--- config.mk ---
export PLATFORM = sky130hd
export DESIGN_NAME = cfk_fader
export DESIGN_NICKNAME = d
export VERILOG_FILES = /design/src/shared/cfk_pkg.sv /design/src/design/cfk_fader.sv /design/src/design/cfk_fifo.sv
export VERILOG_INCLUDE_DIRS = /design/src /design/src/shared
export SDC_FILE = /design/constraint.sdc
export NUM_CORES = 2
export LEC_CHECK = 0
export BUFFER_PORTS_ARGS = -buffer_cell sky130_fd_sc_hd__buf_2
export CAP_MARGIN = 40
export CORE_ASPECT_RATIO = 1.1
export CORE_MARGIN = 2
export CORE_UTILIZATION = 54
export DETAILED_ROUTE_END_ITERATION = 10
export GPL_TIMING_DRIVEN = 0
export HOLD_SLACK_MARGIN = 0.06
export PLACE_DENSITY_LB_ADDON = 0.2
export SLEW_MARGIN = 20
export SYNTH_ARGS = -nofsm -noshare
export SYNTH_HDL_FRONTEND = slang
export SYNTH_SLANG_ARGS = --single-unit
--- constraint.sdc ---
create_clock -name mclk_i -period 17.55 [get_ports mclk_i]
set_input_delay 2.6325 -clock mclk_i [delete_from_list [all_inputs] [get_ports mclk_i]]
set_output_delay 2.6325 -clock mclk_i [all_outputs]
set_load 0.005 [all_outputs]
--- src/shared/cfk_params.svh ---
// offsets, field positions and reset values of the colour-key fader registers
`ifndef CFK_PARAMS_SVH
`define CFK_PARAMS_SVH

`define CFK_OFS_INFMT        8'h3a
`define CFK_OFS_KEY_A_LOW_U  8'h42
`define CFK_OFS_KEY_A_LOW_V  8'h43
`define CFK_OFS_KEY_A_LOW_Y  8'h44
`define CFK_OFS_KEY_B_LOW_U  8'h45
`define CFK_OFS_KEY_B_LOW_V  8'h46
`define CFK_OFS_KEY_B_LOW_Y  8'h47
`define CFK_OFS_KEY_A_HIGH_U 8'h48
`define CFK_OFS_KEY_A_HIGH_V 8'h49
`define CFK_OFS_KEY_A_HIGH_Y 8'h4a
`define CFK_OFS_KEY_B_HIGH_U 8'h4b
`define CFK_OFS_KEY_B_HIGH_V 8'h4c
`define CFK_OFS_KEY_B_HIGH_Y 8'h4d
`define CFK_OFS_KEY_A_RATIO  8'h4e
`define CFK_OFS_OVR_KEY_B    8'h4f
`define CFK_OFS_NO_KEY_RATIO 8'h50
`define CFK_OFS_LOOKUP_U     8'h51
`define CFK_OFS_LOOKUP_V     8'h52
`define CFK_OFS_LOOKUP_Y     8'h53
`define CFK_OFS_PATH         8'h54

`define CFK_BIT_CMP_FMT      1
`define CFK_BIT_VID_FMT      0
`define CFK_BIT_VID_OVR      7
`define CFK_BIT_CMP_OVR      6
`define CFK_BIT_ENC_SEL      5
`define CFK_BIT_RGB_SEL      4

`define CFK_RST_KEY          8'h80
`define CFK_RST_LOOKUP       8'h80
`define CFK_RST_RATIO        6'h3f
`define CFK_RST_OVR          1'h0
`define CFK_RST_PATH         1'h0
`define CFK_RST_FMT          1'h1
`define CFK_RATIO_FULL       6'h3f

`endif

--- src/shared/cfk_pkg.sv ---
// types shared by the colour-key fader, its checker and the bench models
package cfk_pkg;

   typedef logic [5:0] cfk_ratio_t;

   // one 4:2:2 sample point carried as its three components
   typedef struct packed {
      logic [7:0] u;
      logic [7:0] v;
      logic [7:0] y;
   } cfk_pix_s;

   // one buffered word: what the encoder path and the rgb path each take
   typedef struct packed {
      cfk_pix_s enc;
      cfk_pix_s rgb;
   } cfk_out_s;

   // which blend the fader applied to a pixel
   typedef enum logic [4:0] {
      CFK_DEFAULT = 5'b00001,
      CFK_KEY_A   = 5'b00010,
      CFK_KEY_B   = 5'b00100,
      CFK_VID_OVR = 5'b01000,
      CFK_CMP_OVR = 5'b10000
   } cfk_mode_e;

endpackage

--- src/design/cfk_fader.sv ---
// colour-key fader merging compressed-video and video-port pixel streams
`timescale 1ns/100ps
`include "cfk_params.svh"
module cfk_fader #(
   parameter int FIFO_DEPTH = 16
) (
   input  wire logic             mclk_i,
   input  wire logic             rst_n_i,
   // byte register port, one subaddress per access
   input  wire logic [7:0]       reg_addr_i,
   input  wire logic             reg_wr_i,
   input  wire logic [7:0]       reg_wdata_i,
   input  wire logic             reg_rd_i,
   output logic [7:0]            reg_rdata_o,
   output logic                  reg_rvalid_o,
   // compressed-video pixel stream
   input  wire logic             cmp_valid_i,
   output logic                  cmp_ready_o,
   input  wire cfk_pkg::cfk_pix_s cmp_pix_i,
   // video-port pixel stream
   input  wire logic             vid_valid_i,
   output logic                  vid_ready_o,
   input  wire cfk_pkg::cfk_pix_s vid_pix_i,
   // merged stream towards the encoder and rgb paths
   output logic                  out_valid_o,
   input  wire logic             out_ready_i,
   output cfk_pkg::cfk_pix_s     enc_pix_o,
   output cfk_pkg::cfk_pix_s     rgb_pix_o,
   output cfk_pkg::cfk_mode_e    mode_o
);
   import cfk_pkg::*;

   localparam int OUT_W = $bits(cfk_out_s);

   // refused at elaboration: the buffer needs at least two words
   if (FIFO_DEPTH < 2)
   begin : g_depth_check
      $error("cfk_fader: FIFO_DEPTH must be at least 2");
   end

   // control registers
   cfk_pix_s   key_a_low;
   cfk_pix_s   key_a_high;
   cfk_pix_s   key_b_low;
   cfk_pix_s   key_b_high;
   cfk_pix_s   lookup;
   cfk_ratio_t key_a_blend_ratio;
   cfk_ratio_t key_b_blend_ratio;
   cfk_ratio_t default_blend_ratio;
   logic       video_override;
   logic       compressed_override;
   logic       encoder_path_select;
   logic       rgb_path_select;
   logic       compressed_input_format;
   logic       video_input_format;

   // pipeline and buffer signals
   logic       take;
   logic       stage_ready;
   logic       stg_valid;
   cfk_out_s   stg_word;
   cfk_mode_e  stg_mode;
   cfk_pix_s   cmp_bin;
   cfk_pix_s   vid_bin;
   logic       hit_a;
   logic       hit_b;
   cfk_mode_e  next_mode;
   cfk_pix_s   next_faded;
   cfk_out_s   next_word;
   logic       fifo_in_ready;
   logic [OUT_W+4:0] fifo_out; // mode tag rides above the pixel pair
   cfk_out_s   out_word;
   logic [7:0] next_rdata;

   // twos complement to straight binary is an msb flip
   function automatic cfk_pix_s to_binary(input cfk_pix_s p, input logic straight);
      cfk_pix_s r;
      r = p;
      if (!straight)
      begin
         r.u[7] = ~p.u[7];
         r.v[7] = ~p.v[7];
         r.y[7] = ~p.y[7];
      end
      return r;
   endfunction

   // inclusive window test on all three components
   function automatic logic in_window(input cfk_pix_s p, input cfk_pix_s lo,
                                      input cfk_pix_s hi);
      return (p.u >= lo.u) && (p.u <= hi.u) && (p.v >= lo.v) && (p.v <= hi.v) &&
             (p.y >= lo.y) && (p.y <= hi.y);
   endfunction

   // (k*a + (63-k)*b)/63 rounded; 3fh gives a exactly, 00h gives b exactly
   function automatic logic [7:0] blend8(input cfk_ratio_t k, input logic [7:0] a,
                                         input logic [7:0] b);
      logic [14:0] acc;
      logic [14:0] quo;
      acc = 15'(k) * 15'(a) + 15'(`CFK_RATIO_FULL - k) * 15'(b) + 15'd31;
      quo = acc / 15'd63;
      return quo[7:0];
   endfunction

   function automatic cfk_pix_s blend_pix(input cfk_ratio_t k, input cfk_pix_s a,
                                          input cfk_pix_s b);
      cfk_pix_s r;
      r.u = blend8(k, a.u, b.u);
      r.v = blend8(k, a.v, b.v);
      r.y = blend8(k, a.y, b.y);
      return r;
   endfunction

   // key window limits; each byte has its own subaddress
   always_ff @(posedge mclk_i or negedge rst_n_i)
   begin
      if (!rst_n_i)
      begin
         key_a_low  <= '{`CFK_RST_KEY, `CFK_RST_KEY, `CFK_RST_KEY};
         key_a_high <= '{`CFK_RST_KEY, `CFK_RST_KEY, `CFK_RST_KEY};
         key_b_low  <= '{`CFK_RST_KEY, `CFK_RST_KEY, `CFK_RST_KEY};
         key_b_high <= '{`CFK_RST_KEY, `CFK_RST_KEY, `CFK_RST_KEY};
      end
      else if (reg_wr_i)
      begin
         if (reg_addr_i == `CFK_OFS_KEY_A_LOW_U)
            key_a_low.u <= reg_wdata_i;
         else if (reg_addr_i == `CFK_OFS_KEY_A_LOW_V)
            key_a_low.v <= reg_wdata_i;
         else if (reg_addr_i == `CFK_OFS_KEY_A_LOW_Y)
            key_a_low.y <= reg_wdata_i;
         else if (reg_addr_i == `CFK_OFS_KEY_B_LOW_U)
            key_b_low.u <= reg_wdata_i;
         else if (reg_addr_i == `CFK_OFS_KEY_B_LOW_V)
            key_b_low.v <= reg_wdata_i;
         else if (reg_addr_i == `CFK_OFS_KEY_B_LOW_Y)
            key_b_low.y <= reg_wdata_i;
         else if (reg_addr_i == `CFK_OFS_KEY_A_HIGH_U)
            key_a_high.u <= reg_wdata_i;
         else if (reg_addr_i == `CFK_OFS_KEY_A_HIGH_V)
            key_a_high.v <= reg_wdata_i;
         else if (reg_addr_i == `CFK_OFS_KEY_A_HIGH_Y)
            key_a_high.y <= reg_wdata_i;
         else if (reg_addr_i == `CFK_OFS_KEY_B_HIGH_U)
            key_b_high.u <= reg_wdata_i;
         else if (reg_addr_i == `CFK_OFS_KEY_B_HIGH_V)
            key_b_high.v <= reg_wdata_i;
         else if (reg_addr_i == `CFK_OFS_KEY_B_HIGH_Y)
            key_b_high.y <= reg_wdata_i;
      end
   end

   // blend ratios and override bits; reserved top bits are simply not stored
   always_ff @(posedge mclk_i or negedge rst_n_i)
   begin
      if (!rst_n_i)
      begin
         key_a_blend_ratio   <= `CFK_RST_RATIO;
         key_b_blend_ratio   <= `CFK_RST_RATIO;
         default_blend_ratio <= `CFK_RST_RATIO;
         video_override      <= `CFK_RST_OVR;
         compressed_override <= `CFK_RST_OVR;
      end
      else if (reg_wr_i)
      begin
         if (reg_addr_i == `CFK_OFS_KEY_A_RATIO)
            key_a_blend_ratio <= reg_wdata_i[5:0];
         else if (reg_addr_i == `CFK_OFS_OVR_KEY_B)
         begin
            video_override      <= reg_wdata_i[`CFK_BIT_VID_OVR];
            compressed_override <= reg_wdata_i[`CFK_BIT_CMP_OVR];
            key_b_blend_ratio   <= reg_wdata_i[5:0];
         end
         else if (reg_addr_i == `CFK_OFS_NO_KEY_RATIO)
            default_blend_ratio <= reg_wdata_i[5:0];
      end
   end

   // lookup colour inserted on key b and in the override modes
   always_ff @(posedge mclk_i or negedge rst_n_i)
   begin
      if (!rst_n_i)
         lookup <= '{`CFK_RST_LOOKUP, `CFK_RST_LOOKUP, `CFK_RST_LOOKUP};
      else if (reg_wr_i)
      begin
         if (reg_addr_i == `CFK_OFS_LOOKUP_U)
            lookup.u <= reg_wdata_i;
         else if (reg_addr_i == `CFK_OFS_LOOKUP_V)
            lookup.v <= reg_wdata_i;
         else if (reg_addr_i == `CFK_OFS_LOOKUP_Y)
            lookup.y <= reg_wdata_i;
      end
   end

   // input format and path select bits
   always_ff @(posedge mclk_i or negedge rst_n_i)
   begin
      if (!rst_n_i)
      begin
         compressed_input_format <= `CFK_RST_FMT;
         video_input_format      <= `CFK_RST_FMT;
         encoder_path_select     <= `CFK_RST_PATH;
         rgb_path_select         <= `CFK_RST_PATH;
      end
      else if (reg_wr_i)
      begin
         if (reg_addr_i == `CFK_OFS_INFMT)
         begin
            compressed_input_format <= reg_wdata_i[`CFK_BIT_CMP_FMT];
            video_input_format      <= reg_wdata_i[`CFK_BIT_VID_FMT];
         end
         else if (reg_addr_i == `CFK_OFS_PATH)
         begin
            encoder_path_select <= reg_wdata_i[`CFK_BIT_ENC_SEL];
            rgb_path_select     <= reg_wdata_i[`CFK_BIT_RGB_SEL];
         end
      end
   end

   // read decode; unmapped subaddresses and unheld bits read zero
   always_comb
   begin
      next_rdata = 8'h00;
      if (reg_addr_i == `CFK_OFS_KEY_A_LOW_U)
         next_rdata = key_a_low.u;
      else if (reg_addr_i == `CFK_OFS_KEY_A_LOW_V)
         next_rdata = key_a_low.v;
      else if (reg_addr_i == `CFK_OFS_KEY_A_LOW_Y)
         next_rdata = key_a_low.y;
      else if (reg_addr_i == `CFK_OFS_KEY_B_LOW_U)
         next_rdata = key_b_low.u;
      else if (reg_addr_i == `CFK_OFS_KEY_B_LOW_V)
         next_rdata = key_b_low.v;
      else if (reg_addr_i == `CFK_OFS_KEY_B_LOW_Y)
         next_rdata = key_b_low.y;
      else if (reg_addr_i == `CFK_OFS_KEY_A_HIGH_U)
         next_rdata = key_a_high.u;
      else if (reg_addr_i == `CFK_OFS_KEY_A_HIGH_V)
         next_rdata = key_a_high.v;
      else if (reg_addr_i == `CFK_OFS_KEY_A_HIGH_Y)
         next_rdata = key_a_high.y;
      else if (reg_addr_i == `CFK_OFS_KEY_B_HIGH_U)
         next_rdata = key_b_high.u;
      else if (reg_addr_i == `CFK_OFS_KEY_B_HIGH_V)
         next_rdata = key_b_high.v;
      else if (reg_addr_i == `CFK_OFS_KEY_B_HIGH_Y)
         next_rdata = key_b_high.y;
      else if (reg_addr_i == `CFK_OFS_KEY_A_RATIO)
         next_rdata = {2'h0, key_a_blend_ratio};
      else if (reg_addr_i == `CFK_OFS_OVR_KEY_B)
         next_rdata = {video_override, compressed_override, key_b_blend_ratio};
      else if (reg_addr_i == `CFK_OFS_NO_KEY_RATIO)
         next_rdata = {2'h0, default_blend_ratio};
      else if (reg_addr_i == `CFK_OFS_LOOKUP_U)
         next_rdata = lookup.u;
      else if (reg_addr_i == `CFK_OFS_LOOKUP_V)
         next_rdata = lookup.v;
      else if (reg_addr_i == `CFK_OFS_LOOKUP_Y)
         next_rdata = lookup.y;
      else if (reg_addr_i == `CFK_OFS_INFMT)
         next_rdata = {6'h00, compressed_input_format, video_input_format};
      else if (reg_addr_i == `CFK_OFS_PATH)
         next_rdata = {2'h0, encoder_path_select, rgb_path_select, 4'h0};
   end

   // read answer one cycle after the strobe
   always_ff @(posedge mclk_i or negedge rst_n_i)
   begin
      if (!rst_n_i)
      begin
         reg_rdata_o  <= 8'h00;
         reg_rvalid_o <= 1'b0;
      end
      else
      begin
         reg_rvalid_o <= reg_rd_i;
         if (reg_rd_i)
            reg_rdata_o <= next_rdata;
      end
   end

   // both streams are joined: a pixel is taken only when both offer one
   assign stage_ready = !stg_valid || fifo_in_ready;
   assign take        = cmp_valid_i && vid_valid_i && stage_ready;
   assign cmp_ready_o = stage_ready && vid_valid_i;
   assign vid_ready_o = stage_ready && cmp_valid_i;

   assign cmp_bin = to_binary(cmp_pix_i, compressed_input_format);
   assign vid_bin = to_binary(vid_pix_i, video_input_format);
   assign hit_a   = in_window(cmp_bin, key_a_low, key_a_high);
   assign hit_b   = in_window(cmp_bin, key_b_low, key_b_high);

   // mode choice: overrides mask both keys, video override beats compressed
   always_comb
   begin
      if (video_override)
         next_mode = CFK_VID_OVR;
      else if (compressed_override)
         next_mode = CFK_CMP_OVR;
      else if (hit_a)
         next_mode = CFK_KEY_A;
      else if (hit_b)
         next_mode = CFK_KEY_B;
      else
         next_mode = CFK_DEFAULT;
   end

   // the blend itself; every ratio is read as code/63 with rounding
   always_comb
   begin
      case (next_mode)
         CFK_VID_OVR: next_faded = blend_pix(key_b_blend_ratio, vid_bin, lookup);
         CFK_CMP_OVR: next_faded = blend_pix(key_b_blend_ratio, cmp_bin, lookup);
         CFK_KEY_A:   next_faded = blend_pix(key_a_blend_ratio, vid_bin, cmp_bin);
         CFK_KEY_B:   next_faded = blend_pix(key_b_blend_ratio, vid_bin, lookup);
         default:     next_faded = blend_pix(default_blend_ratio, vid_bin, cmp_bin);
      endcase
   end

   // bypass hands the raw compressed word through untouched
   always_comb
   begin
      next_word.enc = encoder_path_select ? next_faded : cmp_pix_i;
      next_word.rgb = rgb_path_select ? next_faded : cmp_pix_i;
   end

   // one pipeline stage in front of the buffer keeps the divider off the fifo
   always_ff @(posedge mclk_i or negedge rst_n_i)
   begin
      if (!rst_n_i)
      begin
         stg_valid <= 1'b0;
         stg_word  <= '0;
         stg_mode  <= CFK_DEFAULT;
      end
      else if (stage_ready)
      begin
         stg_valid <= take;
         if (take)
         begin
            stg_word <= next_word;
            stg_mode <= next_mode;
         end
      end
   end

   // output buffer; its fullness stalls the stage and so both sources
   cfk_fifo #(
      .WIDTH (OUT_W + 5),
      .DEPTH (FIFO_DEPTH)
   ) u_buf (
      .mclk_i      (mclk_i),
      .rst_n_i     (rst_n_i),
      .in_valid_i  (stg_valid),
      .in_ready_o  (fifo_in_ready),
      .in_data_i   ({stg_mode, stg_word}),
      .out_valid_o (out_valid_o),
      .out_ready_i (out_ready_i),
      .out_data_o  (fifo_out)
   );

   assign out_word  = cfk_out_s'(fifo_out[OUT_W-1:0]);
   assign enc_pix_o = out_word.enc;
   assign rgb_pix_o = out_word.rgb;
   assign mode_o    = cfk_mode_e'(fifo_out[OUT_W+4:OUT_W]);
endmodule // cfk_fader

--- src/design/cfk_fifo.sv ---
// synchronous fifo with valid/ready on both sides
`timescale 1ns/100ps
module cfk_fifo #(
   parameter int WIDTH = 48,
   parameter int DEPTH = 16
) (
   input  wire logic             mclk_i,
   input  wire logic             rst_n_i,
   input  wire logic             in_valid_i,
   output logic                  in_ready_o,
   input  wire logic [WIDTH-1:0] in_data_i,
   output logic                  out_valid_o,
   input  wire logic             out_ready_i,
   output logic [WIDTH-1:0]      out_data_o
);
   localparam int AW = (DEPTH > 1) ? $clog2(DEPTH) : 1;
   localparam int CW = $clog2(DEPTH + 1);

   // pointer wrap relies on a power-of-two depth; refused at elaboration
   if (DEPTH < 2 || (DEPTH & (DEPTH - 1)) != 0 || WIDTH < 1)
   begin : g_size_check
      $error("cfk_fifo: DEPTH must be a power of two >= 2");
   end

   logic [WIDTH-1:0] mem [DEPTH];
   logic [AW-1:0]    wr_ptr;
   logic [AW-1:0]    rd_ptr;
   logic [CW-1:0]    count;
   logic             push;
   logic             pop;

   // honest full and empty straight from the occupancy count
   assign in_ready_o  = (count != CW'(DEPTH));
   assign out_valid_o = (count != '0);
   assign push        = in_valid_i && in_ready_o;
   assign pop         = out_valid_o && out_ready_i;
   assign out_data_o  = mem[rd_ptr];

   // storage has no reset; only occupied words are ever presented
   always_ff @(posedge mclk_i)
   begin
      if (push)
         mem[wr_ptr] <= in_data_i;
   end

   // pointers and count
   always_ff @(posedge mclk_i or negedge rst_n_i)
   begin
      if (!rst_n_i)
      begin
         wr_ptr <= '0;
         rd_ptr <= '0;
         count  <= '0;
      end
      else
      begin
         if (push)
            wr_ptr <= wr_ptr + AW'(1);
         if (pop)
            rd_ptr <= rd_ptr + AW'(1);
         if (push && !pop)
            count <= count + CW'(1);
         else if (pop && !push)
            count <= count - CW'(1);
      end
   end
endmodule // cfk_fifo

==> Yosys cells after proc, flatten, opt, wreduce, memory -nomap -nowiden <==
Memory sizes are Yosys's and may differ from the RTL's.
Cells that the tools add are included.
{ "totals": {"ff_bits": 220, "latchBits": 0, "ramBits": 848, "romBits": 0, "input_bits": 71, "out_inout_bits": 65, "elab_cells": 244, "mem_count": 1} }
{ "mem_list": {"columns": ["name", "words", "width", "read_ports", "rd_ports_with_merged_regs", "write_ports", "line", "source"], "rows": [
  ["u_buf.mem", 16, 53, 1, 0, 1, "cfk_fifo.sv:25", "logic [WIDTH-1:0] mem [DEPTH];"]
]} }
{ "classes": {"n_addsub": 31, "mul": 21, "n_div": 12, "n_lt_le_gt_ge": 12, "n_eq_ne": 25, "n_shift": 0, "mux": 37, "bitwise": 22, "reduce_logical": 46} }
{ "ops": {"columns": ["cell", "n"], "rows": [
  ["$add 14x15->15", 12],
  ["$add 15x5->15 const B", 12],
  ["$div 15x6->15 const B", 12],
  ["$mul 6x8->14", 12],
  ["$eq 8x7->1 const B", 19],
  ["$mux 8", 18],
  ["$mul 15x8->15", 6],
  ["$pmux 24 s3", 1],
  ["$ge 8x8->1", 6],
  ["$le 8x8->1", 6],
  ["$mux 24", 2],
  ["$mul 7x9->15", 3],
  ["$not 1->1", 22],
  ["$sub 6x6->7 const A", 3],
  ["$mux 5", 4],
  ["$logic_and 1x1->1", 18],
  ["$reduce_and 13->1", 1],
  ["$mux 6", 2],
  ["$reduce_and 12->1", 1],
  ["$reduce_and 3->1", 4],
  ["$reduce_and 4->1", 3],
  ["$reduce_and 11->1", 1],
  ["$reduce_and 10->1", 1],
  ["$reduce_and 2->1", 5],
  ["21 further kinds", 32]
]} }

==> Logic depth before layout (Yosys ltp) <==
{ "depth": {"ltp_word": 21, "ltp_mapped": 58, "ltp_nobuf": 53} }

==> Cells and area by module <==
From an unflattened synthesis, not the netlist that was laid out.
{ "hier_totals": {"cells_unflattened": 8146, "hier_area_um2": 89552.1} }
{ "modules_own_cells": {"columns": ["module", "n_inst", "cells_per_inst", "area_each_um2", "seq_area_each_um2"], "rows": [
  ["cfk_fader", 1, 6538, 56117.6, 5225.0],
  ["cfk_fifo", 1, 1608, 33434.6, 25789.7]
]} }

==> Worst setup path before layout <==
No wires, ideal clock.
{ "synth_timing": {"kind": "input to register", "startpoint": "input port vid_pix_i[18] in the netlist's numbering", "endpoint": "register stg_word[16] in the netlist's numbering", "setup_time_ps": 65, "arrival_ps": 13652, "required_time_ps": 17485, "slack_ps": 3832, "cell_stages": 48, "path_buffers": 2, "path_cell_list": "clkbuf_1 clkbuf_1 nand2_1 fa_1 inv_1 ha_1 inv_1 fa_1 inv_1 fa_1 fa_1 inv_1 fa_1 inv_1 fa_1 a21o_1 a21oi_1 o21bai_1 [... 12 more ...] a21oi_1 a21oi_1 o21ai_0 o2111a_2 xor2_2 and4_1 nor2_1 ha_1 or3b_2 inv_1 nand2_1 a2111oi_0 a41oi_1 nand2_1 a21oi_1 a2bb2oi_1 a21oi_1 mux2_2"} }
{ "synth_between": {"elab_chain_cells": 6, "word_cells_on_any_way": 14, "classes_between": "add/sub: 6; mul: 3; div: 3; mux: 2"} }
{ "synth_lines": {"columns": ["item", "line", "source"], "rows": [
  ["start, declared", "cfk_fader.sv:23", "input wire cfk_pkg::cfk_pix_s vid_pix_i,"],
  ["$mul 6x8->14", "cfk_fader.sv:100", "acc = 15'(k) * 15'(a) + 15'(`CFK_RATIO_FULL - k) * 15'(b) + 15'd31;"],
  ["$add 14x15->15", "cfk_fader.sv:100", null],
  ["$add 15x5->15", "cfk_fader.sv:100", null],
  ["$div 15x6->15", "cfk_fader.sv:101", "quo = acc / 15'd63;"],
  ["$pmux 24 s3 *", "cfk_fader.sv:311", "case (next_mode)"],
  ["$mux 24 *", "cfk_fader.sv:324", "next_word.rgb = rgb_path_select ? next_faded : cmp_pix_i;"],
  ["end signal, assigned", "cfk_fader.sv:341", "stg_word <= next_word;"],
  ["end, declared", "cfk_fader.sv:61", "cfk_out_s stg_word;"]
]} }
Mark *: on every way between the ends. The rest lies on a longest branch, timed or not.
A chain may end at the register's enable or synchronous reset.

==> Worst setup path after layout <==
{ "layout_timing": {"startpoint": "input port vid_pix_i[18] in the netlist's numbering", "endpoint": "register stg_word[40] in the netlist's numbering"} }
{ "layout_between": {"elab_chain_cells": 6, "word_cells_on_any_way": 14, "classes_between": "add/sub: 6; mul: 3; div: 3; mux: 2"} }
{ "layout_lines": {"columns": ["item", "line", "source"], "rows": [
  ["$mul 6x8->14", "cfk_fader.sv:100", null],
  ["$add 14x15->15", "cfk_fader.sv:100", null],
  ["$add 15x5->15", "cfk_fader.sv:100", null],
  ["$div 15x6->15", "cfk_fader.sv:101", null],
  ["$pmux 24 s3 *", "cfk_fader.sv:311", null],
  ["$mux 24 *", "cfk_fader.sv:323", "next_word.enc = encoder_path_select ? next_faded : cmp_pix_i;"]
]} }
Marked as above.

==> metrics.yaml <==
sta:
  finClkSkew_ps: 68.0
  setup_viol: 0
  fin_tns_setup_ps: 0
  maxSlewViolCount: 0
  min_period_ps: 16330
  fmax_mhz: 61.2
  grt_setup_unrepaired: "false"
  slew_headroom_pct: 34.3
  tightestPinTransition_ps: 986
  fin_crit_sh_pct: 93.0
  finalHoldViolCount: 0
power:
  ir_drop_mv: 0.255
  power.share.clock_pct: 12.2
  sw_frac_of_total_pct: 50.0
  p_comb_share_pct: 70.6
  p_int_mw: 9.68
  power_leakage_nw: 42.1
  power_density_mw_per_mm2: 198
  seqPwrFrac_pct: 17.1
  power_switching_mw: 9.66
cells_and_area:
  final_util_pct: 60.2
  fillers: 13100
  syn_to_final_growth_pct: 10.9
  instances_no_fill: 10300
  final_nets: 9644
  drive_gt1_share_pct: 12.8
placed_design:
  port_buffers: 120
  place_hpwl_um: 220000
  globalplace.congestion: 1.02
  dp_cells: 10100
clock_network:
  cts_tree: "built"
  ctsHoldBuffers: 0
  cts-root-buf: "clkbuf_16"
  clock_latency_ps: 740
  clk_pin_slew_worst_paths_ps: 60
  cts_max_level: 3
  cts_setup_buffers: 0
  cts_buffers: 108
  ctsLongestPathBuffers: 3
  clock-sinks: 1068
  ctsResizeCount: 0
die:
  dieArea_mm2: 0.166
  design.core.area_mm2: 0.162
  rows: 155
  die_h_um: 427
  num_io_pins: 136
  initial_utilization_pct: 54.3
  dieWidth_um: 389
critical_path:
  cp-startpoint: "vid_pix_i[18]"
  cpMaxStageDelayCell: "clkbuf_1"
  end_kind: "flip-flop"
  cp-start-kind: "input pin"
  path_common_cell: "fa_1"
  r2r.worst_path.cells: 54
  worstReg2RegEnd: "stg_word[40]"
  cp-endpoint: "stg_word[40]"
  timing.rr.start: "key_b_blend_ratio[0]"
  cp_num_cells: 46
  path_buf_inv: 7
  cp_max_fo: 10
  cpPeakStageDelay_ps: 720
  worstSetupPathType: "in -> reg"
  r2r_setup_slack_ps: 1410
  cp_top_family: "compound AO/OA/AOI/OAI gates"
  required_ps: 18230
  critPathArrivalTime_ps: 17010
routing:
  ant_nets: 0
  post-route-drc-count: 0
  num_vias: 62800
  drt_wl_total_um: 280000
  post_drt_wl_per_cell_um: 27.1
  drtIter0Drc: 5993
  drt_pass1_iterations: 6
  via_per_inst: 6.08
logic_synthesis:
  synth_ff_type: "edfxtp_1"
  ys_warn_count: 0
  ys_ff_latch: 1068
  syn_area_per_cell_um2: 11.5
  synth_cell_types: 134
  netlist_instances: 7676
  synth_edf_count: 848
  async_flop_share_pct: 20.6
  ys_seq_area_share_pct: 35.2
  syn_area_mm2: 0.0880
global_routing:
  grt_pass1_wl_um: 411000
  overflow: 0
  antenna_found_initial: 24
  grt_usage_pct: 33.8
  grt_pass1_vias: 64400
  grt_max_degree: 76
job:
  cap_viol_max_count: 0
status:
  status: "finished, final reports clean"
hold_path:
  hold_class: "reg -> reg"
flip-flops by register name, summed over array words and instances (netlist names), 6 cells and up:
register	cells
reg_rdata_o	8
key_a_blend_ratio	6
key_a_high	24
lookup	24
default_blend_ratio	6
key_b_high	24
key_a_low	24
u_buf.mem	848
key_b_low	24
key_b_blend_ratio	6
stg_word	48
cells in the mapped netlist, types with 113 or more instances:
cell | instances | share of area [%]
mux2_2 | 113 | 1.4
nand2b_1 | 194 | 1.4
o21ai_0 | 250 | 1.4
nor2_1 | 266 | 1.1
inv_1 | 1118 | 4.8
and2_1 | 297 | 2.1
nand2_1 | 604 | 2.6
edfxtp_1 | 848 | 29
clkbuf_1 | 272 | 1.2
fa_1 | 756 | 17
mux4_2 | 278 | 7.1
xnor2_1 | 134 | 1.3
a21oi_1 | 236 | 1.3
nor2b_1 | 261 | 1.9
ha_1 | 720 | 10
dfrtp_1 | 184 | 5.2
metal layers:
metal / up-vias / wire, um / global-route usage, %
met5: - / 119 / 0
met4: 16 / 20800 / 21.2
met3: 749 / 20800 / 5.08
met2: 2855 / 132000 / 55.5
met1: 31900 / 106000 / 42.4
li1: 27300 / - / -
cells in the final DEF, fill, tap and decap left out, types with 40 or more instances in the layout:
cell type  netlist  routed
inv_1         1118    1118
edfxtp_1       848     848
fa_1           756     756
ha_1           720     720
nand2_1        604     604
and2_1         297     297
clkbuf_1       272     295
mux4_2         278     278
nor2b_1        261     261
nor2_1         266     252
o21ai_0        250     250
a21oi_1        236     235
nand2b_1       194     194
dfrtp_1        184     184
buf_2           15     145
xnor2_1        134     133
mux2_2         113     113
clkbuf_16        0     109
buf_6            2      82
nor3_1          73      69
xor2_1          64      64
nand3_1         61      61
a21o_1          58      58
buf_1           57      56
mux2i_1         53      53
a211oi_1        52      52
o21a_1          43      43
o211ai_1        40      40
layout make-up:
type                            instances  area (um^2)  share of cell area [%]
Sequential cell                      1068        31000                    31.8
Antenna cell                           11         27.5                  0.0282
Clock inverter                         58          726                   0.743
Inverter                             1121         4210                    4.31
Clock buffer                          143         2920                    2.99
Timing Repair Buffer                  303         3100                    3.17
Tap cell                             2119         2650                    2.72
Multi-Input combinational cell       5143        51600                    52.9
Buffer                                352         1390                    1.42
worst min path at each step:
| stage | startpoint | end | cells after the start | slack [ps] |
|---|---|---|---|---|
| finish | reg_rdata_o[7] | reg_rdata_o[7] | 1 | 500 |
| global route | key_b_low[22] | key_b_low[22] | 1 | 520 |
| CTS | reg_rdata_o[7] | reg_rdata_o[7] | 1 | 500 |
| detailed placement | reg_rdata_o[7] | reg_rdata_o[7] | 1 | 490 |
| global placement | key_b_low[5] | key_b_low[5] | 1 | 490 |
| floorplan | u_buf.count[4] | u_buf.count[4] | 1 | 480 |
stage by stage:
step | worst slack [ps] | cell area [um^2] | total power [mW] | hold slack [ps]
2_1_floorplan | 3830 | 88100 | 13.2 | 476
3_3_place_gp | 818 | 91300 | 16.4 | 490
3_5_place_dp | 789 | 93700 | 16.7 | 490
4_1_cts | 1550 | 97300 | 19.2 | 503
5_1_grt | 516 | 97600 | 20.7 | 522
6_report | 1220 | 97600 | 19.3 | 500
kinds of logic after synthesis:
kind of cell               count (synthesis)  synth area share (%)
xor gates and xnor gates                 200                  2.01
other                                      2               0.00853
AOI/OAI and AO/OA                       1064                  8.33
adders and majority gates               1477                  27.4
DFF                                     1068                  35.2
buffers and inverters                   1473                  6.34
and+or+nand+nor                         1945                  11.4
muxes                                    447                  9.21
worst register-to-register path, delay by kind of cell (launching register included):
family / cells / cell delay (ps)
buffers and inverters: 10 / 1900
DFF: 1 / 530
AOI/OAI and AO/OA: 20 / 5740
xor gates and xnor gates: 2 / 520
adders and majority gates: 10 / 4240
and+or+nand+nor: 11 / 2960
muxes: 1 / 220
power by group through the flow:
stage               Combinational (mW)  Clock [mW]  Sequential (mW)
finish                            13.7        2.37             3.31
detailed placement                13.4           0             3.35
CTS                               13.5        2.39             3.31
floorplan                         9.91           0             3.25
global route                      14.9        2.48             3.33
global placement                  13.0           0             3.35
(Power assumes the default switching activity.)
